File: src/shared/crw_cfg.svh
// register offsets, field positions, reset values and timing counts of the record writer
`ifndef CRW_CFG_SVH
`define CRW_CFG_SVH

// ---------------------------------------------------------------
// register offsets (byte addresses)
// ---------------------------------------------------------------
`define CRW_REG_CTRL 8'h00
`define CRW_REG_SNAP 8'h04
`define CRW_REG_RDPTR 8'h08
`define CRW_REG_WRPTR 8'h0c
`define CRW_REG_STATUS 8'h10
`define CRW_REG_MASK 8'h14
`define CRW_REG_LOSS 8'h18

// ---------------------------------------------------------------
// fields and reset values
// ---------------------------------------------------------------
`define CRW_CTRL_VARLEN_BIT 8
`define CRW_CTRL_RESET 32'h0000_000f
`define CRW_SNAP_RESET 11'h030
`define CRW_SNAP_MIN 11'h010
`define CRW_SNAP_MAX 11'h7f8
`define CRW_HDR_BYTES 5'h10
`define CRW_EV_RECORD 0
`define CRW_EV_DROP 1
`define CRW_EV_BADSNAP 2
`define CRW_EV_FULL 3
`define CRW_EV_NUM 4
`define CRW_FLAG_VARLEN 0
`define CRW_FLAG_TRUNC 1

// ---------------------------------------------------------------
// timing
// ---------------------------------------------------------------
`define CRW_CLK_NS 25
`define CRW_ACT_MS 50
`define CRW_BLINK_BIT 22

`endif

File: src/shared/crw_pkg.sv
// types of the capture record writer
package crw_pkg;

   typedef enum logic [4:0] {
      CRW_IDLE    = 5'b00001,
      CRW_PAYLOAD = 5'b00010,
      CRW_DISCARD = 5'b00100,
      CRW_PAD     = 5'b01000,
      CRW_HEADER  = 5'b10000
   } crw_state_t;

   // one received byte of a packet
   typedef struct packed {
      logic sop;
      logic eop;
      logic [1:0] port;
      logic [7:0] data;
   } crw_beat_t;

   // one byte written into the host ring
   typedef struct packed {
      logic en;
      logic [7:0] data;
   } crw_memwr_t;

endpackage

File: src/rtl/crw_capture_record_writer.sv
// capture record writer: builds header plus snapped payload records in a host ring
//
// Implementation choices: the plain strobed port and the placing of the registers.
`include "crw_cfg.svh"

module crw_capture_record_writer #(
   parameter int RING_AW = 16,
   parameter int ACT_CYC = `CRW_ACT_MS * 1000000 / `CRW_CLK_NS
) (
   // clock and reset
   input wire logic core_clk,
   input wire logic rst_n,
   // received packet bytes
   input wire logic in_valid,
   input wire crw_pkg::crw_beat_t in_beat,
   output logic in_ready,
   // host ring writes
   output crw_pkg::crw_memwr_t mem_wr,
   output logic [RING_AW-1:0] mem_addr,
   // register port
   input wire logic [7:0] reg_addr,
   input wire logic [31:0] reg_wdata,
   input wire logic reg_wr,
   input wire logic reg_rd,
   output logic [31:0] reg_rdata,
   // indicators
   output logic irq,
   output logic led_capture
);

   localparam int PW = RING_AW + 1;
   localparam int ACW = $clog2(ACT_CYC + 1);

   // ---------------------------------------------------------------
   // registers
   // ---------------------------------------------------------------
   crw_pkg::crw_state_t state_q;
   logic [3:0] port_en_q;
   logic varlen_q;
   logic [10:0] snap_q;
   logic [PW-1:0] rd_ptr_q;
   logic [PW-1:0] wr_ptr_q;
   logic [`CRW_EV_NUM-1:0] status_q;
   logic [`CRW_EV_NUM-1:0] mask_q;
   logic [15:0] loss_q;
   logic [15:0] wlen_q;
   logic [10:0] stored_q;
   logic [3:0] hdr_idx_q;
   logic [1:0] port_q;
   logic [63:0] tick_q;
   logic [63:0] ts_q;
   logic full_q;
   logic [ACW-1:0] act_q;
   logic [31:0] rdata_q;
   crw_pkg::crw_memwr_t mem_wr_q;
   logic [RING_AW-1:0] mem_addr_q;

   // ---------------------------------------------------------------
   // combinational helpers
   // ---------------------------------------------------------------
   logic accept;
   logic start;
   logic space_ok;
   logic [PW-1:0] used;
   logic [PW:0] free_b;
   logic [PW:0] need_b;
   logic snap_ok;
   logic take_byte;
   logic hdr_done;
   logic commit;
   logic drop_full;
   logic [15:0] rec_len;
   logic [`CRW_EV_NUM-1:0] ev;
   logic [10:0] pay_idx;
   logic [127:0] hdr_vec;

   assign in_ready = state_q == crw_pkg::CRW_IDLE || state_q == crw_pkg::CRW_PAYLOAD
                     || state_q == crw_pkg::CRW_DISCARD;
   assign accept = in_valid && in_ready;
   assign start = accept && state_q == crw_pkg::CRW_IDLE && in_beat.sop;

   assign used = wr_ptr_q - rd_ptr_q;
   assign free_b = (PW + 1)'(1 << RING_AW) - {1'b0, used};
   assign need_b = (PW + 1)'(`CRW_HDR_BYTES) + (PW + 1)'(snap_q);
   assign space_ok = free_b >= need_b;
   assign drop_full = start && port_en_q[in_beat.port] && !space_ok;

   assign snap_ok = reg_wdata[2:0] == 3'h0 && reg_wdata[31:11] == 21'h0
                    && reg_wdata[10:0] >= `CRW_SNAP_MIN && reg_wdata[10:0] <= `CRW_SNAP_MAX;

   assign take_byte = accept && ((state_q == crw_pkg::CRW_PAYLOAD && stored_q < snap_q)
                      || (start && port_en_q[in_beat.port] && space_ok));
   // the first byte of a packet lands at payload offset zero
   assign pay_idx = start ? 11'h000 : stored_q;
   assign hdr_done = state_q == crw_pkg::CRW_HEADER && hdr_idx_q == 4'hf;
   assign commit = hdr_done;
   assign rec_len = 16'(`CRW_HDR_BYTES) + 16'(stored_q);
   assign ev[`CRW_EV_RECORD] = commit;
   assign ev[`CRW_EV_DROP] = drop_full;
   assign ev[`CRW_EV_BADSNAP] = reg_wr && reg_addr == `CRW_REG_SNAP && !snap_ok;
   assign ev[`CRW_EV_FULL] = drop_full && !full_q;
   // header bytes in ring order, little endian fields
   assign hdr_vec = {wlen_q, loss_q, rec_len, 6'h00, wlen_q > 16'(stored_q), varlen_q,
                     6'h00, port_q, ts_q};

   // ---------------------------------------------------------------
   // record sequencer
   // ---------------------------------------------------------------
   always_ff @(posedge core_clk) begin
      if (!rst_n) begin
         state_q <= crw_pkg::CRW_IDLE;
      end else begin
         unique case (state_q)
            crw_pkg::CRW_IDLE: begin
               if (start) begin
                  if (!port_en_q[in_beat.port] || !space_ok) begin
                     state_q <= in_beat.eop ? crw_pkg::CRW_IDLE : crw_pkg::CRW_DISCARD;
                  end else if (in_beat.eop) begin
                     state_q <= (!varlen_q && snap_q > 11'h001)
                                ? crw_pkg::CRW_PAD : crw_pkg::CRW_HEADER;
                  end else begin
                     state_q <= crw_pkg::CRW_PAYLOAD;
                  end
               end
            end
            crw_pkg::CRW_PAYLOAD: begin
               if (accept && in_beat.eop) begin
                  if (!varlen_q && (stored_q + 11'(take_byte)) < snap_q) begin
                     state_q <= crw_pkg::CRW_PAD;
                  end else begin
                     state_q <= crw_pkg::CRW_HEADER;
                  end
               end
            end
            crw_pkg::CRW_DISCARD: begin
               if (accept && in_beat.eop) begin
                  state_q <= crw_pkg::CRW_IDLE;
               end
            end
            crw_pkg::CRW_PAD: begin
               if (stored_q + 11'h001 >= snap_q) begin
                  state_q <= crw_pkg::CRW_HEADER;
               end
            end
            crw_pkg::CRW_HEADER: begin
               if (hdr_done) begin
                  state_q <= crw_pkg::CRW_IDLE;
               end
            end
         endcase
      end
   end

   // packet bookkeeping: stored bytes, wire length, header index, stamp
   always_ff @(posedge core_clk) begin
      if (!rst_n) begin
         stored_q <= 11'h000;
         wlen_q <= 16'h0000;
         hdr_idx_q <= 4'h0;
         port_q <= 2'h0;
         ts_q <= 64'h0;
      end else begin
         if (start) begin
            stored_q <= 11'(take_byte);
            wlen_q <= 16'h0001;
            port_q <= in_beat.port;
            ts_q <= tick_q;
            hdr_idx_q <= 4'h0;
         end else if (state_q == crw_pkg::CRW_PAYLOAD && accept) begin
            stored_q <= stored_q + 11'(take_byte);
            if (wlen_q != 16'hffff) begin
               wlen_q <= wlen_q + 16'h0001;
            end
         end else if (state_q == crw_pkg::CRW_PAD) begin
            stored_q <= stored_q + 11'h001;
         end else if (state_q == crw_pkg::CRW_HEADER) begin
            hdr_idx_q <= hdr_idx_q + 4'h1;
         end
      end
   end

   // free running stamp counter
   always_ff @(posedge core_clk) begin
      if (!rst_n) begin
         tick_q <= 64'h0;
      end else begin
         tick_q <= tick_q + 64'h1;
      end
   end

   // ---------------------------------------------------------------
   // ring writes
   // ---------------------------------------------------------------
   always_ff @(posedge core_clk) begin
      if (!rst_n) begin
         mem_wr_q <= '0;
         mem_addr_q <= '0;
      end else begin
         mem_wr_q <= '0;
         if (take_byte) begin
            mem_wr_q.en <= 1'b1;
            mem_wr_q.data <= in_beat.data;
            mem_addr_q <= RING_AW'(wr_ptr_q + PW'(`CRW_HDR_BYTES) + PW'(pay_idx));
         end else if (state_q == crw_pkg::CRW_PAD) begin
            mem_wr_q.en <= 1'b1;
            mem_wr_q.data <= 8'h00;
            mem_addr_q <= RING_AW'(wr_ptr_q + PW'(`CRW_HDR_BYTES) + PW'(stored_q));
         end else if (state_q == crw_pkg::CRW_HEADER) begin
            mem_wr_q.en <= 1'b1;
            mem_wr_q.data <= hdr_vec[8*hdr_idx_q +: 8];
            mem_addr_q <= RING_AW'(wr_ptr_q + PW'(hdr_idx_q));
         end
      end
   end
   assign mem_wr = mem_wr_q;
   assign mem_addr = mem_addr_q;

   // write pointer advances only once the header is down
   always_ff @(posedge core_clk) begin
      if (!rst_n) begin
         wr_ptr_q <= '0;
      end else if (commit) begin
         wr_ptr_q <= wr_ptr_q + PW'(rec_len);
      end
   end

   // ---------------------------------------------------------------
   // loss counter
   // ---------------------------------------------------------------
   always_ff @(posedge core_clk) begin
      if (!rst_n) begin
         loss_q <= 16'h0000;
      end else if (drop_full) begin
         if (loss_q != 16'hffff) begin
            loss_q <= loss_q + 16'h0001;
         end
      end else if (commit) begin
         loss_q <= 16'h0000;
      end
   end

   // ---------------------------------------------------------------
   // full indication and activity light
   // ---------------------------------------------------------------
   always_ff @(posedge core_clk) begin
      if (!rst_n) begin
         full_q <= 1'b0;
      end else if (drop_full) begin
         full_q <= 1'b1;
      end else if (state_q == crw_pkg::CRW_IDLE && space_ok) begin
         full_q <= 1'b0;
      end
   end

   always_ff @(posedge core_clk) begin
      if (!rst_n) begin
         act_q <= '0;
      end else if (commit) begin
         act_q <= ACW'(ACT_CYC);
      end else if (act_q != '0) begin
         act_q <= act_q - ACW'(1);
      end
   end

   always_ff @(posedge core_clk) begin
      if (!rst_n) begin
         led_capture <= 1'b0;
      end else if (full_q) begin
         led_capture <= tick_q[`CRW_BLINK_BIT];
      end else begin
         led_capture <= act_q != '0;
      end
   end

   // ---------------------------------------------------------------
   // register file
   // ---------------------------------------------------------------
   always_ff @(posedge core_clk) begin
      if (!rst_n) begin
         port_en_q <= 4'(`CRW_CTRL_RESET);
         varlen_q <= 1'b0;
         mask_q <= '0;
         rd_ptr_q <= '0;
      end else if (reg_wr) begin
         if (reg_addr == `CRW_REG_CTRL) begin
            port_en_q <= reg_wdata[3:0];
            varlen_q <= reg_wdata[`CRW_CTRL_VARLEN_BIT];
         end
         if (reg_addr == `CRW_REG_MASK) begin
            mask_q <= reg_wdata[`CRW_EV_NUM-1:0];
         end
         if (reg_addr == `CRW_REG_RDPTR) begin
            rd_ptr_q <= reg_wdata[PW-1:0];
         end
      end
   end

   always_ff @(posedge core_clk) begin
      if (!rst_n) begin
         snap_q <= `CRW_SNAP_RESET;
      end else if (reg_wr && reg_addr == `CRW_REG_SNAP && snap_ok
                   && state_q == crw_pkg::CRW_IDLE) begin
         snap_q <= reg_wdata[10:0];
      end
   end

   // sticky events, set wins over write-one-to-clear
   always_ff @(posedge core_clk) begin
      if (!rst_n) begin
         status_q <= '0;
      end else if (reg_wr && reg_addr == `CRW_REG_STATUS) begin
         status_q <= (status_q & ~reg_wdata[`CRW_EV_NUM-1:0]) | ev;
      end else begin
         status_q <= status_q | ev;
      end
   end

   assign irq = |(status_q & mask_q);

   always_ff @(posedge core_clk) begin
      if (!rst_n) begin
         rdata_q <= 32'h0;
      end else begin
         rdata_q <= 32'h0;
         if (reg_rd) begin
            unique case (reg_addr)
               `CRW_REG_CTRL: rdata_q <= {23'h0, varlen_q, 4'h0, port_en_q};
               `CRW_REG_SNAP: rdata_q <= {21'h0, snap_q};
               `CRW_REG_RDPTR: rdata_q <= 32'(rd_ptr_q);
               `CRW_REG_WRPTR: rdata_q <= 32'(wr_ptr_q);
               `CRW_REG_STATUS: rdata_q <= {27'h0, full_q, status_q};
               `CRW_REG_MASK: rdata_q <= 32'(mask_q);
               `CRW_REG_LOSS: rdata_q <= {16'h0, loss_q};
               default: rdata_q <= 32'h0;
            endcase
         end
      end
   end

   assign reg_rdata = rdata_q;

endmodule // crw_capture_record_writer

File: config.mk
export PLATFORM = sky130hd
export DESIGN_NAME = crw_capture_record_writer
export DESIGN_NICKNAME = d
export VERILOG_FILES = /design/src/shared/crw_pkg.sv /design/src/rtl/crw_capture_record_writer.sv
export VERILOG_INCLUDE_DIRS = /design/src /design/src/shared
export SDC_FILE = /design/constraint.sdc
export NUM_CORES = 1
export LEC_CHECK = 0
export ABC_AREA = 1
export BUFFER_PORTS_ARGS = -buffer_cell sky130_fd_sc_hd__buf_2
export CAP_MARGIN = 25
export CORE_MARGIN = 8
export CORE_UTILIZATION = 35
export CTS_BUF_LIST = sky130_fd_sc_hd__clkbuf_2
export CTS_CLUSTER_DIAMETER = 100
export DETAILED_ROUTE_END_ITERATION = 10
export MAX_ROUTING_LAYER = met4
export SLEW_MARGIN = 30
export SYNTH_ARGS = -nofsm -noshare
export SYNTH_HDL_FRONTEND = slang
export SYNTH_SLANG_ARGS = --single-unit
File: constraint.sdc
create_clock -name core_clk -period 11.2 [get_ports core_clk]
set_input_delay 2.24 -clock core_clk [delete_from_list [all_inputs] [get_ports core_clk]]
set_output_delay 2.24 -clock core_clk [all_outputs]
set_load 0.02 [all_outputs]
Word level (Yosys, flattened, before mapping)
Index checks and enable logic that the tools add are counted.
{ "totals": {"wordCells": 171, "out_inout_bits": 60, "inputBits": 57, "register_bits": 320} }
{ "classes": {"add_sub_neg": 16, "bitwise": 8, "n_mux": 36, "n_reduce_logical": 56, "shifts": 1, "n_eq_ne": 20, "magnitude_cmp": 9} }
{ "ops": {"columns": ["operator", "count"], "rows": [
  ["indexed part select 128 x 8 -> 8 bit", 1],
  ["case mux 17 bit (7 select lines)", 1],
  ["two-way mux 16 bit", 6],
  ["adder 64 x 1 -> 64 bit, second input constant", 1],
  ["two-way mux 5 bit", 9],
  ["two-way mux 21 bit", 2],
  ["two-way mux 11 bit", 3],
  ["adder 16 x 1 -> 16 bit, second input constant", 2],
  ["adder 16 x 11 -> 16 bit", 2],
  ["!= test 16 bit, second input constant", 2],
  ["two-way mux 9 bit", 3],
  ["case mux 5 bit (5 select lines)", 1],
  ["adder 5 x 11 -> 12 bit, first input constant", 2],
  ["== test 8 x 5 -> 1 bit, second input constant", 3],
  ["logical AND 1 bit", 23],
  ["less-than comparator 11 bit", 2],
  ["logical NOT 21 bit", 1],
  ["nonzero test 21 bit", 1],
  ["subtractor 21 x 1 -> 21 bit, second input constant", 1],
  [">= comparator 18 x 12 -> 1 bit", 1],
  ["subtractor 17 x 17 -> 18 bit, first input constant", 1],
  ["adder 17 x 12 -> 17 bit", 1],
  ["subtractor 17 bit", 1],
  ["adder 16 x 4 -> 16 bit", 1],
  ["other kinds (39)", 75]
]} }

Longest topological paths before layout
{ "depth": {"depth_word": 16, "depth_mapped": 42, "ltp_nobuf": 41} }

Worst setup path after synthesis
OpenSTA, ideal clock, no wires.
{ "synth_timing": {"kind": "register -> register", "from": "reg wr_ptr_q[0]", "to": "reg state_q[4]", "path_stages_with_launch": 41, "t_required_ns": 11.085, "setup_time_ns": 0.115, "period_less_slack_ns": 5.211, "t_arrival_ns": 5.096, "setup_slack_ns": 5.989, "cell_sequence": "dfxtp_1 -> inv_1 -> ha_1 -> fa_1 -> inv_1 -> nand3_1 -> nand2_2 -> nand2_1 -> nand2_1 -> nand2_1 -> nand2_1 -> nand2_2 -> nor2_4 -> xor2_1 -> inv_1 -> ha_1 -> nand2_1 -> nor2_1 -> [... 5 more ...] -> nand2_2 -> nand2_1 -> nand2_2 -> nand2_4 -> inv_2 -> buf_6 -> ha_1 -> ha_1 -> nand3_1 -> nor2_1 -> xor2_1 -> ha_1 -> a21oi_1 -> o21ai_0 -> a21oi_1 -> a31oi_1 -> o21ai_0 -> inv_1"} }
{ "synth_between": {"elab_chain_len": 12, "word_cells_on_any_way": 16} }
{ "synth_rtl": {"columns": ["item", "line_no", "source"], "rows": [
  ["from (decl)", "crw_capture_record_writer.sv:42", "logic [PW-1:0] wr_ptr_q;"],
  ["from (signal assigned)", "crw_capture_record_writer.sv:223", "wr_ptr_q <= wr_ptr_q + PW'(rec_len);"],
  ["subtractor 17 bit (*)", "crw_capture_record_writer.sv:82", "assign used = wr_ptr_q - rd_ptr_q;"],
  ["subtractor 17 x 17 -> 18 bit (*)", "crw_capture_record_writer.sv:83", "assign free_b = (PW + 1)'(1 << RING_AW) - {1'b0, used};"],
  [">= comparator 18 x 12 -> 1 bit (*)", "crw_capture_record_writer.sv:85", "assign space_ok = free_b >= need_b;"],
  ["logical AND 1 bit", "crw_capture_record_writer.sv:92", "|| (start && port_en_q[in_beat.port] && space_ok));"],
  ["logical OR 1 bit", "crw_capture_record_writer.sv:92", null],
  ["logical AND 1 bit", "crw_capture_record_writer.sv:91", "assign take_byte = accept && ((state_q == crw_pkg::CRW_PAYLOAD && stored_q < snap_q)"],
  ["adder 11 x 1 -> 11 bit", "crw_capture_record_writer.sv:128", "if (!varlen_q && (stored_q + 11'(take_byte)) < snap_q) begin"],
  ["less-than comparator 11 bit", "crw_capture_record_writer.sv:128", null],
  ["logical AND 1 bit", "crw_capture_record_writer.sv:128", null],
  ["two-way mux 5 bit", "crw_capture_record_writer.sv:128", null],
  ["two-way mux 5 bit", "crw_capture_record_writer.sv:127", "if (accept && in_beat.eop) begin"],
  ["case mux 5 bit (5 select lines) (*)", "crw_capture_record_writer.sv:113", "unique case (state_q)"],
  ["to (signal assigned)", "crw_capture_record_writer.sv:117", "state_q <= in_beat.eop ? crw_pkg::CRW_IDLE : crw_pkg::CRW_DISCARD;"],
  ["to (signal assigned)", "crw_capture_record_writer.sv:129", "state_q <= crw_pkg::CRW_PAD;"],
  ["to (signal assigned)", "crw_capture_record_writer.sv:131", "state_q <= crw_pkg::CRW_HEADER;"],
  ["to (decl)", "crw_capture_record_writer.sv:37", "crw_pkg::crw_state_t state_q;"]
]} }
Mark *: on every way between the ends. The rest lies on a longest branch, timed or not. The select of a mux whose other input is x is not followed.
A chain may end at the register's enable or synchronous reset.

Worst setup path in the final report
Ends and elaborated chain as after synthesis.

==> flow_metrics.py <==
metrics = {
    "yosys": {
        "synth.yosys.warnings": 0,
        "syn_avg_cell_area_um2": 6.80,
        "seq_area_frac_synth": 0.315,
        "synth-seq-cells": 305,
        "synth_cells": 2851,
        "synth_flop_cell": "dfxtp_1",
        "ys_types": 64,
        "synth_area_um2": 19400,
        "async_flop_share": 0,
        "synth_edf_count": 0,
    },
    "worst_setup_path": {
        "path_class": "reg -> reg",
        "cp_top_family": "simple AND/OR/NAND/NOR gates",
        "crit_required_ns": 12.16,
        "critPathMaxFanout": 32,
        "critPathCaptureType": "flop",
        "r2r-start": "wr_ptr_q[0]",
        "rrSetupSlack_ns": 4.61,
        "cpPeakStageDelay_ns": 0.42,
        "arrival_ns": 7.55,
        "cp-start-kind": "flop",
        "r2r-end": "state_q[4]",
        "crit_top_cell": "nand2_1",
        "crit_path_top_delay_cell": "dfxtp_1",
        "worst-r2r-cell-count": 39,
        "cp-startpoint": "wr_ptr_q[0]",
        "cp_num_buf_inv": 5,
    },
    "clock_tree": {
        "cts_buffers": 84,
        "path_clk_slew_ns": 0.09,
        "clkSinkCount": 305,
        "worstSkewPairLatency_ns": 1.12,
        "post-cts-setup-buffers": 0,
        "cts_resized": 0,
        "cts_tree": "done",
        "cts_htree_levels": 3,
        "cts_hold_buf": 0,
        "clockBufferDepth": 3,
        "clockRootBuffer": "clkbuf_2",
    },
    "cells_and_area": {
        "area_growth_pct": 9.52,
        "multi_input_area_um2": 11200,
        "fin_util": 0.387,
        "nFillCells": 5996,
        "final_nets": 3147,
        "regArea_um2": 6110,
        "mostFrequentLayoutCell": "nand2_1",
        "layout-drive-gt1-share": 0.102,
        "layout_common_cells": "nand2_1 (489), inv_1 (420), dfxtp_1 (305)",
    },
    "pwr": {
        "p_per_area_nw_per_um2": 121,
        "p_leak_nw": 9.11,
        "ir_drop_uv": 72.4,
    },
    "timing": {
        "maxSlewViolCount": 0,
        "rsz0062_at_grt": "no",
        "finalSetupViolations": 0,
        "fin_skew_ns": 0.0930,
        "tightestPinTransition_ns": 1.07,
        "fmaxAchievable_mhz": 152,
        "hold_violations": 0,
        "relSlewSlack": 0.277,
        "fin_setup_tns_ns": 0,
        "period_minus_slack_ns": 6.59,
        "period_share": 0.588,
    },
    "drt": {
        "wl_per_cell_um": 17.9,
        "dr.pass1.iters": 5,
        "ant_nets": 0,
        "via_per_inst": 5.25,
        "drt_iter0_drc": 1407,
        "routed_wl_mm": 67.1,
        "vias": 19700,
        "route.detailed.drc": 0,
    },
    "flow_run": {
        "maxCapViolCount": 0,
    },
    "floorplanning": {
        "rows": 86,
        "die-height_um": 251,
        "initial_core_util": 0.353,
        "die_w_um": 251,
        "die-area_um2": 63100,
        "coreArea_um2": 54900,
        "io_pins": 117,
    },
    "global_route": {
        "grt-ovfl-total": 0,
        "grt_pass1_wl_mm": 104,
        "first_global_vias": 18800,
        "antenna_found_initial": 3,
        "grt.total_usage": 0.213,
        "grt_max_degree": 76,
    },
    "placement": {
        "gp_congestion": 0.947,
        "dp_hpwl_mm": 51.2,
        "port_buffers": 101,
    },
    "run_status": {
        "status": "finished, final reports clean",
    },
    "worst_hold_path": {
        "holdCritPathClass": "reg -> reg",
        "worstHoldStart": "tick_q[0]",
        "holdPathStages": 1,
        "hold_path_end": "tick_q[0]",
    },
}
==> layer usage <==
metal	routed length, um	vias to the layer above	global-route usage	part of all wire
met4	2850	0	0.0953	0.042
met3	3300	172	0.0330	0.049
met5	0	-	-	0
met1	29900	9053	0.263	0.45
li1	-	9862	-	-
met2	31100	575	0.342	0.46
==> worst register-to-register path: cells and delay by family (launching register included) <==
| kind | cells | cell delay [ns] |
|---|---|---|
| compound gates | 7 | 1.10 |
| xor+xnor | 2 | 0.37 |
| fa+ha+maj | 6 | 1.60 |
| buf+inv | 5 | 0.71 |
| flops | 1 | 0.42 |
| simple gates | 19 | 2.28 |
==> final cells by class <==
type                       instances  share of cell area
multi-input combinational       2020               0.528
sequential                       305               0.288
inverter                         440              0.0779
tap                              704              0.0415
timing repair buffer             117              0.0296
clock buffer                     120              0.0283
clock inverter                    32             0.00654
antenna                            7            0.000825
==> sequential cells by signal, summed over array words and instances (netlist names), 5 cells and up <==
name       count
act_q         21
loss_q        16
mem_addr      16
mem_wr         9
rd_ptr_q      17
reg_rdata     17
snap_q        11
state_q        5
stored_q      11
tick_q        64
ts_q          64
wlen_q        16
wr_ptr_q      17
==> stage by stage <==
step / hold slack [ns] / power, mW / worst slack [ns] / instance area (um2) / instances
6_report: 0.462 / 2.57 / 4.61 / 21200 / 3745
5_1_grt: 0.496 / 2.73 / 4.02 / 21200 / 3745
4_1_cts: 0.460 / 2.60 / 4.68 / 21200 / 3738
3_5_place_dp: 0.439 / 1.78 / 4.74 / 20500 / 3586
3_3_place_gp: 0.435 / 1.78 / 4.81 / 20500 / 3586
2_1_floorplan: 0.417 / 1.61 / 5.99 / 19400 / 2865
==> synth_stat cells (all sizes together), types with 5 or more instances <==
cell     instances  area, um2
a21o             5       37.5
o211ai          16        120
o21a             9       67.6
o2111ai          7       61.3
dfxtp          305       6110
or2              9       56.3
clkinv          10       37.5
buf             26        206
xor2            64        561
nand3          132        686
ha             118       1480
nor2           285       1150
nand4           46        294
nor4            35        234
o221ai          17        149
nand2          507       1960
nand3b           7       52.6
xnor2           14        123
o31ai            5       37.5
a221oi          15        131
o21ai          244       1220
clkbuf          74        278
o22ai           59        369
nor3            78        418
a211oi          21        158
o21bai           7       52.6
inv            430       1620
a31oi           14       87.6
a21oi          254       1270
==> cells by family after synthesis <==
kind of cell               after synthesis  share of synthesized area
adders and majority gates              122                     0.0803
DFF                                    305                      0.315
and+or+nand+nor                       1111                      0.255
muxes                                    1                   0.000517
xor gates and xnor gates                78                     0.0353
AOI/OAI and AO/OA                      693                      0.203
buffers and inverters                  540                      0.110
other                                    1                   0.000194
==> power breakdown <==
group,leakage (nW),internal [mW],switching (mW)
Combinational,6.08,0.169,0.401
Clock,0.570,0.293,0.520
Sequential,2.46,1.15,0.0380
Total,9.11,1.61,0.959
==> worst max path at each step <==
stage | end | slack [ns] | cells past startpoint
5_1_grt | state_q[4] | 4.02 | 39
3_5_place_dp | state_q[4] | 4.74 | 39
3_3_place_gp | state_q[4] | 4.81 | 38
2_1_floorplan | state_q[4] | 5.99 | 40
6_report | state_q[4] | 4.61 | 39
4_1_cts | state_q[4] | 4.68 | 39
Note: power is estimated with default switching activity, not from simulation.
